--- src/ldo_regulator_control_defines.vh ---
// constants for the regulator control block: offsets, fields, resets
// assumes a 32-bit apb bus; byte address is four times the register index
// How it works
// - Control bit 7 written 1 turns the regulator off; 0 keeps it on.
// - After any reset the regulator is on with the off bit cleared.
// - Bit 4 picks the level, 0 for 2.1V and 1 for 2.6V, and resets to 1.
// - Bit 0 is a read-only dropout flag, 1 in or near dropout.
// - The interrupt request rises on dropout only while its enable is set.
// - The request has no latched pending flag and follows the live condition.
// - The dropout flag clears by itself when the condition ends.
// - Bit 6 always reads 1 and software always writes 1 there.
// - Bits 5 and 3 to 1 read as zero and ignore writes.
`ifndef LDO_REGULATOR_CONTROL_DEFINES_VH
`define LDO_REGULATOR_CONTROL_DEFINES_VH

`define CTRL_INDEX        8'hC9
`define IRQ_CFG_INDEX     8'hCA
`define CTRL_ADDR         12'h324
`define IRQ_CFG_ADDR      12'h328

`define CTRL_OFF_BIT      7
`define CTRL_RSVD_BIT     6
`define CTRL_LEVEL_BIT    4
`define CTRL_DROP_BIT     0
`define CTRL_RESET        8'h50
`define OFF_RESET         1'h0
`define LEVEL_RESET       1'h1

`define IRQ_EN_BIT        0
`define IRQ_PRIO_BIT      1
`define IRQ_EN_RESET      1'h0
`define IRQ_PRIO_RESET    1'h0

`endif

--- src/ldo_regulator_control.v ---
// regulator control and status block with an apb slave
// assumes i_dropout comes from the analog regulator, asynchronous
//
// The APB slave port is this design's own decision.
`timescale 1ns/10ps
`include "ldo_regulator_control_defines.vh"

module ldo_regulator_control #(
    parameter ADDR_W = 12
) (
    input  wire              i_clk,
    input  wire              i_rst_n,
    input  wire              i_psel,
    input  wire              i_penable,
    input  wire              i_pwrite,
    input  wire [ADDR_W-1:0] i_paddr,
    input  wire [31:0]       i_pwdata,
    input  wire [3:0]        i_pstrb,
    input  wire              i_dropout,
    output wire [31:0]       o_prdata,
    output wire              o_pready,
    output wire              o_pslverr,
    output wire              o_regulator_off,
    output wire              o_level_high,
    output wire              o_irq,
    output wire              o_irq_priority
);

    reg        sync1_r;
    reg        sync2_r;
    reg        sync3_r;
    reg        dropout_r;
    reg        off_r;
    reg        level_r;
    reg        irq_en_r;
    reg        irq_prio_r;
    reg        irq_r;
    reg        pready_r;
    reg        pslverr_r;
    reg [31:0] prdata_r;
    reg [31:0] rdata_nxt;
    reg        hit_nxt;
    wire       access;
    wire       commit;
    wire       sel_ctrl;
    wire       sel_irq;
    wire [7:0] ctrl_view;

    assign access   = i_psel & i_penable;
    assign commit   = access & pready_r;
    assign sel_ctrl = (i_paddr == `CTRL_ADDR);
    assign sel_irq  = (i_paddr == `IRQ_CFG_ADDR);

    // three-stage input sync
    // first stage feeds only the second, so metastability stays contained
    always @(posedge i_clk) begin
        if (!i_rst_n) begin
            sync1_r <= 1'h0;
            sync2_r <= 1'h0;
            sync3_r <= 1'h0;
        end else begin
            sync1_r <= i_dropout;
            sync2_r <= sync1_r;
            sync3_r <= sync2_r;
        end
    end

    // flag follows condition
    // a change counts only once stages two and three agree
    always @(posedge i_clk) begin
        if (!i_rst_n) begin
            dropout_r <= 1'h0;
        end else if (sync2_r == sync3_r) begin
            dropout_r <= sync3_r;
        end
    end

    assign ctrl_view = {off_r, 1'h1, 1'h0, level_r, 3'h0, dropout_r};

    always @* begin
        rdata_nxt = 32'h0;
        hit_nxt   = 1'h1;
        if (sel_ctrl) begin
            rdata_nxt[7:0] = ctrl_view;
        end else if (sel_irq) begin
            rdata_nxt[`IRQ_EN_BIT]   = irq_en_r;
            rdata_nxt[`IRQ_PRIO_BIT] = irq_prio_r;
        end else begin
            hit_nxt = 1'h0;
        end
    end

    // one wait state; answer is registered for clean timing
    always @(posedge i_clk) begin
        if (!i_rst_n) begin
            pready_r  <= 1'h0;
            pslverr_r <= 1'h0;
            prdata_r  <= 32'h0;
        end else if (access & ~pready_r) begin
            pready_r  <= 1'h1;
            pslverr_r <= ~hit_nxt;
            prdata_r  <= i_pwrite ? 32'h0 : rdata_nxt;
        end else begin
            pready_r  <= 1'h0;
            pslverr_r <= 1'h0;
        end
    end

    always @(posedge i_clk) begin
        if (!i_rst_n) begin
            off_r      <= `OFF_RESET;
            level_r    <= `LEVEL_RESET;
            irq_en_r   <= `IRQ_EN_RESET;
            irq_prio_r <= `IRQ_PRIO_RESET;
        end else if (commit & i_pwrite & i_pstrb[0]) begin
            if (sel_ctrl) begin
                off_r   <= i_pwdata[`CTRL_OFF_BIT];
                level_r <= i_pwdata[`CTRL_LEVEL_BIT];
            end else if (sel_irq) begin
                irq_en_r   <= i_pwdata[`IRQ_EN_BIT];
                irq_prio_r <= i_pwdata[`IRQ_PRIO_BIT];
            end
        end
    end

    always @(posedge i_clk) begin
        if (!i_rst_n) begin
            irq_r <= 1'h0;
        end else begin
            irq_r <= irq_en_r & dropout_r;
        end
    end

    assign o_prdata        = prdata_r;
    assign o_pready        = pready_r;
    assign o_pslverr       = pslverr_r;
    assign o_regulator_off = off_r;
    assign o_level_high    = level_r;
    assign o_irq           = irq_r;
    assign o_irq_priority  = irq_prio_r;

endmodule

--- config.mk ---
export PLATFORM = sky130hd
export DESIGN_NAME = ldo_regulator_control
export DESIGN_NICKNAME = d
export VERILOG_FILES = /design/src/ldo_regulator_control.v
export VERILOG_INCLUDE_DIRS = /design/src
export SDC_FILE = /design/constraint.sdc
export NUM_CORES = 1
export LEC_CHECK = 0
export BUFFER_PORTS_ARGS = -buffer_cell sky130_fd_sc_hd__buf_2
export CAP_MARGIN = 20
export CELL_PAD_IN_SITES_DETAIL_PLACEMENT = 1
export CELL_PAD_IN_SITES_GLOBAL_PLACEMENT = 1
export CORE_MARGIN = 5
export CORE_UTILIZATION = 20
export DETAILED_ROUTE_END_ITERATION = 6
export PLACE_DENSITY = 0.86
export SETUP_SLACK_MARGIN = 0.4
export SKIP_CTS_REPAIR_TIMING = 1
export SLEW_MARGIN = 20
export SYNTH_ARGS = -nofsm -noshare
export SYNTH_HDL_FRONTEND = slang
export SYNTH_SLANG_ARGS = --single-unit
--- constraint.sdc ---
create_clock -name i_clk -period 1.4 [get_ports i_clk]
set_clock_uncertainty 0.15 [all_clocks]
set_input_delay 0.07 -clock i_clk [delete_from_list [all_inputs] [get_ports i_clk]]
set_output_delay 0.07 -clock i_clk [all_outputs]
set_load 0.05 [all_outputs]
# Word-level counts from Yosys, hierarchy flattened
# Cells that the tools add are included.
# W data, S select, Z words.
[totals] reg_bits=43 out_inout_bits=38 wordCells=34
[classes] n_eq_ne=3 n_mux=7 n_bitwise=9 reduce_logical=3
[op_table] cell="$eq A12 B10 Y1 const B" count=2
[op_table] cell="$mux W8" count=1
[op_table] cell="$and A1 B1 Y1" count=6
[op_table] cell="$mux W6" count=1
[op_table] cell="$mux W2" count=2
[op_table] cell="$reduce_and A2 Y1" count=2
[op_table] cell="$mux W1" count=3
[op_table] cell="$not A1 Y1" count=3
[op_table] cell="$reduce_and A3 Y1" count=1
[op_table] cell="$eq A1 B1 Y1" count=1

# Logic depth before layout (Yosys ltp)
# Gate-level depths: netlist (run 1).
[depth] word_depth=5 ltp_mapped=4 mapped_depth_nobuf=4

# Least setup slack after synthesis (run 1)
# No wires, ideal clock.
[synth_path] path_type="reg-to-reg" start="register pready_r, in the netlist o_pready" end="register prdata_r[0], in the netlist o_prdata[0]" setup_time_ps=70 t_arrival_ps=1462 required_time_ps=1180 setup_slack_ps=-282 stages_incl_launch_ff=5 cell_sequence="dfxtp_1 > nand3b_1 > clkbuf_1 > or4_1 > a21oi_1"
[synth_between] elab_chain_len=2
[synth_lines] element="from (decl)" line_no="ldo_regulator_control.v:38" rtl="reg pready_r;"
[synth_lines] element="from (signal assigned)" line_no="ldo_regulator_control.v:96" rtl="pready_r <= 1'h0;"
[synth_lines] element="from (signal assigned)" line_no="ldo_regulator_control.v:100" rtl="pready_r <= 1'h1;"
[synth_lines] element="from (signal assigned)" line_no="ldo_regulator_control.v:104" rtl="pready_r <= 1'h0;"
[synth_lines] element="$not A1 Y1" line_no="ldo_regulator_control.v:99" rtl="end else if (access & ~pready_r) begin"
[synth_lines] element="$and A1 B1 Y1" line_no="ldo_regulator_control.v:99"
[synth_lines] element="to (signal assigned)" line_no="ldo_regulator_control.v:102" rtl="prdata_r <= i_pwrite ? 32'h0 : rdata_nxt;"
[synth_lines] element="to (decl)" line_no="ldo_regulator_control.v:40" rtl="reg [31:0] prdata_r;"
# Every way passes these cells.
# A chain may end at the register's enable or synchronous reset.

# Worst setup path in the final report (run 1)
[layout_path] start="register pready_r, in the netlist o_pready" end="register prdata_r[7], in the netlist o_prdata[7]"
# Same word-level chain as after synthesis.

==> flow_metrics.env, run 1 <==
export IMPL_setup_violations=6
export IMPL_synth_top_cell_area_share=0.370
export IMPL_root_buffer="clkbuf_8"
export IMPL_fin_util=0.311
export IMPL_setup_tns_ns=-0.557
export IMPL_port_buffer_count=33
export IMPL_final_common_cell="conb_1"
export IMPL_syn_inst=99
export IMPL_final_cell_mix="conb_1 (27), buf_2 (23), nand2_1 (11)"
export IMPL_rows=24
export IMPL_drv_slew=0
export IMPL_yosys_area_top_type="dfxtp_1"
export IMPL_ios=92
export IMPL_die_area_mm2=0.00574
export IMPL_path_max_fanout=8
export IMPL_route_antenna_remaining_nets=0
export IMPL_hold_class="in2reg"
export IMPL_die_h_um=75.8
export IMPL_final_setup_worst_slack_ns=-0.163
export IMPL_required_ns=1.42
export IMPL_routed_via_density=4.02
export IMPL_grt_remaining_overflow=0
export IMPL_max_stage_delay_ns=0.55
export IMPL_grt_pass1_wl_um=3260
export IMPL_htreeDepth=1
export IMPL_drtIter0Drc=38
export IMPL_synth_seq_cells=16
export IMPL_cts_path_max_buffers=2
export IMPL_timing_final_crit_share=1.12
export IMPL_clock_latency_ns=0.25
export IMPL_routedWlPerCell_um=12.1
export IMPL_synthAdderAreaFrac=0
export IMPL_synth_compound_area_frac=0.0723
export IMPL_area_growth_syn_to_layout_pct=53.0
export IMPL_syn_area_um2=866
export IMPL_wirelength_um=2430
export IMPL_synth_xor_area_frac=0
export IMPL_status="finished, violations left"
export IMPL_grt_use_total=0.0776
export IMPL_core_area_mm2=0.00426
export IMPL_timing_fmax_ghz=0.640
export IMPL_path_cells="nand3b_1, or4b_1, a21oi_1"
export IMPL_cts_tree="done"
export IMPL_violations="negative hold slack, negative setup slack"
export IMPL_dp_hpwl_um=1980
export IMPL_dieWidth_um=75.8
export IMPL_place_gp_congestion=0.816
export IMPL_place_worst_setup_slack_ns=-0.190
export IMPL_hold_violations=1
export IMPL_route_vias_total=808
export IMPL_synth_area_mux_share=0.0231
export IMPL_fin_nets=204
export IMPL_finalHoldWorstSlack_ns=-0.00265
export IMPL_grt_pass1_vias=727
export IMPL_worstSetupStartpointType="flip-flop"
export IMPL_synth_cell_types=26
export IMPL_period_needed_ns=1.56
export IMPL_cp_slowest_cell="or4b_1"
export IMPL_drive_gt1_frac=0.470
export IMPL_yosysWarningCount=0
export IMPL_critPathTopFamily="simple AND/OR/NAND/NOR gates"
export IMPL_crit_arrival_ns=1.59
export IMPL_clk_pin_slew_ns=0.06
export IMPL_p_per_area_mw_per_mm2=822
export IMPL_syn_area_per_cell_um2=8.75
export IMPL_leakagePower_nw=0.573
export IMPL_grt_setup_unrepaired="true"
export IMPL_drtPass1Iterations=4
export IMPL_cap_violations=0
export IMPL_endpoint_kind="flip-flop"
export IMPL_start_util=0.203
export IMPL_seq_area_frac_synth=0.370
export IMPL_numCtsBuffers=3
export IMPL_drc_errors=0
export IMPL_antenna_cells=0
export IMPL_peakVddDrop_mv=0.329
export IMPL_cts_sinks=16
export IMPL_path_class="reg2reg"
export IMPL_synth_simple_gate_area_share=0.283
export IMPL_grt_antenna_before_repair=0
export IMPL_critPathBufInv=0
export IMPL_grt_max_degree=11
export IMPL_synth_area_leaders="dfxtp_1 (37%), buf_4 (23%), nand2_1 (4.8%)"
export IMPL_synth_top_family_by_area="simple AND/OR/NAND/NOR gates"
power breakdown:
group | leakage (nW) | internal [mW] | switching [mW]
sequential | 0.133 | 0.454 | 0.00234
clock | 0.0228 | 0.202 | 0.153
combinational | 0.418 | 0.0644 | 0.213
total | 0.573 | 0.720 | 0.368
area by class of cell:
type | instances | area (µm²)
well taps | 52 | 65.1
repair buffers | 49 | 378
clock buffers | 4 | 45.0
inverters | 1 | 3.75
multi-input cells | 79 | 495
fillers | 509 | 2940
flip-flops and latches | 16 | 338
through the flow:
stage	total power [mW]	hold slack, ns	cells	cell area [µm²]
5_1_grt	1.13	0.0133	201	1330
6_report	1.09	-0.00265	201	1330
2_1_floorplan	0.727	0.0473	125	985
3_5_place_dp	0.720	0.131	189	1050
3_3_place_gp	0.718	0.129	189	1050
4_1_cts	1.08	-0.127	193	1100
worst register-to-register path, stage by stage, from the launching register on:
cell,delay [ns]
dfxtp_4,0.34
nand3b_1,0.29
or4b_1,0.55
a21oi_1,0.16
state kept, by name, summed over array words and instances, names as in the netlist:
signal	cells
irq_en_r	1
dropout_r	1
o_irq_priority	1
o_prdata	5
o_irq	1
o_level_high	1
sync2_r	1
sync1_r	1
sync3_r	1
o_pslverr	1
o_regulator_off	1
o_pready	1
routing by layer:
| layer | global-route usage | routed length [µm] | up-vias |
|---|---|---|---|
| met1 | 0.0852 | 878 | 376 |
| met5 | 0 | 0 | - |
| li1 | - | - | 385 |
| met2 | 0.131 | 1290 | 40 |
| met4 | 0.0350 | 47 | 0 |
| met3 | 0.0303 | 215 | 7 |
path summary, 6_finish.rpt:
check / slack [ns] / from / to / cells past startpoint
max reg2reg: -0.16 / o_pready / o_prdata[7] / 3
max: -0.16 / o_pready / o_prdata[7] / 3
min: -0.003 / i_rst_n / o_irq_priority / 3
min reg2reg: 0.29 / sync1_r / sync2_r / 1
cells in the mapped netlist:
| cell type | instances |
|---|---|
| and2_1 | 3 |
| nand3b_1 | 1 |
| nand2_1 | 11 |
| and4_2 | 1 |
| buf_4 | 27 |
| clkbuf_1 | 2 |
| and3_2 | 1 |
| mux2i_1 | 2 |
| nand3_1 | 3 |
| nand4_1 | 1 |
| conb_1 | 1 |
| or4b_1 | 2 |
| or4_1 | 2 |
| nor4b_4 | 1 |
| nor2b_1 | 2 |
| a21oi_1 | 8 |
| a22oi_1 | 1 |
| nor2_1 | 3 |
| nand4_2 | 1 |
| o21ai_0 | 3 |
| dfxtp_1 | 16 |
| inv_1 | 1 |
| or3_2 | 1 |
| and3_1 | 3 |
| and4bb_2 | 1 |
| nor3_1 | 1 |
kinds of logic (layout without fill, tap and decap cells):
logic type / after synthesis / in the layout
mux: 2 / 2
other cells: 1 / 27
compound gates: 12 / 12
simple gates: 38 / 38
buf+inv: 30 / 54
flops: 16 / 16
Power figures use the tool's default switching activity.
==> run 2, diff against run 1 <==
CORE_UTILIZATION = 22   (was 20)
PLACE_DENSITY = 0.89   (was 0.86)
clock period = 1.7 ns   (was 1.4 ns; I/O delays follow)
==> flow_metrics.env, run 2 (synthesis gave the netlist of run 1 again) <==
export IMPL_status="complete, no violations"
export IMPL_required_ns=1.73
export IMPL_start_util=0.231
export IMPL_antenna_cells=0
export IMPL_place_gp_congestion=0.741
export IMPL_route_vias_total=754
export IMPL_worst_r2r_cell_count=3
export IMPL_grt_antenna_before_repair=0
export IMPL_critPathBufInv=0
export IMPL_max_stage_delay_ns=0.58
export IMPL_root_buffer="clkbuf_8"
export IMPL_drive_gt1_frac=0.382
export IMPL_grt_setup_unrepaired="true"
export IMPL_finalHoldWorstSlack_ns=0.0174
export IMPL_rows=22
export IMPL_hold_class="in2reg"
export IMPL_routedWlPerCell_um=12.3
export IMPL_core_area_mm2=0.00374
export IMPL_peakVddDrop_mv=0.247
export IMPL_final_cell_mix="buf_2 (31), conb_1 (27), dfxtp_1 (14)"
export IMPL_route_antenna_remaining_nets=0
export IMPL_wirelength_um=2370
export IMPL_rrSetupSlack_ns=0.19
export IMPL_cp_slowest_cell="or4_1"
export IMPL_htreeDepth=1
export IMPL_cts_path_max_buffers=2
export IMPL_hold_violations=0
export IMPL_timing_fmax_ghz=0.661
export IMPL_path_class="reg2reg"
export IMPL_path_max_fanout=7
export IMPL_holdPathEnd="o_irq_priority"
export IMPL_instances_no_fill=192
export IMPL_drv_slew=0
export IMPL_worstSetupStartpointType="flip-flop"
export IMPL_cap_violations=0
export IMPL_cts_tree="done"
export IMPL_clock_latency_ns=0.24
export IMPL_hold_start="i_rst_n"
export IMPL_fin_nets=199
export IMPL_place_inst=181
export IMPL_grt_pass1_wl_um=3380
export IMPL_setup_violations=0
export IMPL_p_per_area_mw_per_mm2=786
export IMPL_grt_pass1_vias=763
export IMPL_endpoint_kind="flip-flop"
export IMPL_area_growth_syn_to_layout_pct=36.0
export IMPL_path_cells="nand3b_1, or4_1, a21oi_2"
export IMPL_port_buffer_count=33
export IMPL_grt_max_degree=11
export IMPL_largest_reg_flops=5
export IMPL_ios=92
export IMPL_timing_final_crit_share=0.890
export IMPL_dp_hpwl_um=1890
export IMPL_final_common_cell="buf_2"
export IMPL_cts_sinks=16
export IMPL_die_area_mm2=0.00529
export IMPL_die_h_um=72.7
export IMPL_grt_remaining_overflow=0
export IMPL_leakagePower_nw=0.546
export IMPL_numCtsBuffers=3
export IMPL_drtPass1Iterations=4
export IMPL_holdPathStages=3
export IMPL_routed_via_density=3.93
export IMPL_clk_pin_slew_ns=0.06
export IMPL_setup_tns_ns=0
export IMPL_period_needed_ns=1.51
export IMPL_dieWidth_um=72.7
export IMPL_reg2reg_to="o_prdata[0]"
export IMPL_drc_errors=0
export IMPL_timing_rr_start="o_pready"
export IMPL_critPathTopFamily="simple AND/OR/NAND/NOR gates"
export IMPL_grt_use_total=0.0814
export IMPL_crit_arrival_ns=1.54
export IMPL_drtIter0Drc=36
[run 2: cell count changes in the layout (fill, tap and decap cells not counted), sizes merged]
cell / delta
buf: -5
[run 2: layout make-up]
| type | count | area (µm²) |
|---|---|---|
| repair buffers | 44 | 275 |
| flip-flops and latches | 16 | 325 |
| clock buffers | 4 | 55.1 |
| well taps | 48 | 60.1 |
| fillers | 475 | 2570 |
| multi-input cells | 79 | 458 |
| inverters | 1 | 3.75 |
[run 2: worst max-delay path by stage]
stage	from	to	cells past startpoint
2_1_floorplan	o_pready	o_prdata[0]	4
3_3_place_gp	i_paddr[4]	o_prdata[1]	5
3_5_place_dp	i_paddr[4]	o_prdata[1]	5
4_1_cts	o_pready	o_prdata[1]	3
5_1_grt	o_pready	o_prdata[7]	3
6_report	o_pready	o_prdata[0]	3
[run 2: metal layers]
metal / vias up / track usage / part of all wire
met5: - / 0 / 0
met1: 343 / 0.0899 / 0.37
met2: 32 / 0.144 / 0.53
met3: 4 / 0.0262 / 0.084
met4: 0 / 0.0307 / 0.013
li1: 375 / - / -
[run 2: power by group]
| part | total, mW | switching, mW | internal [mW] |
|---|---|---|---|
| clock network | 0.329 | 0.124 | 0.205 |
| logic | 0.216 | 0.171 | 0.0446 |
| registers | 0.381 | 0.00184 | 0.379 |
[run 2: tightest hold or removal path: stages]
cell and delay (ns):
buf_2 0.15, nand2_1 0.08, mux2i_1 0.05
[run 2: through the flow]
step	worst slack [ns]	instance area (µm²)	total power [mW]	utilization
2_1_floorplan	0.189	978	0.598	-
6_report	0.187	1180	0.925	0.315
3_3_place_gp	0.0986	1010	0.583	0.271
5_1_grt	0.126	1180	0.969	0.315
3_5_place_dp	0.0307	1010	0.585	0.271
4_1_cts	0.200	1070	0.919	0.285
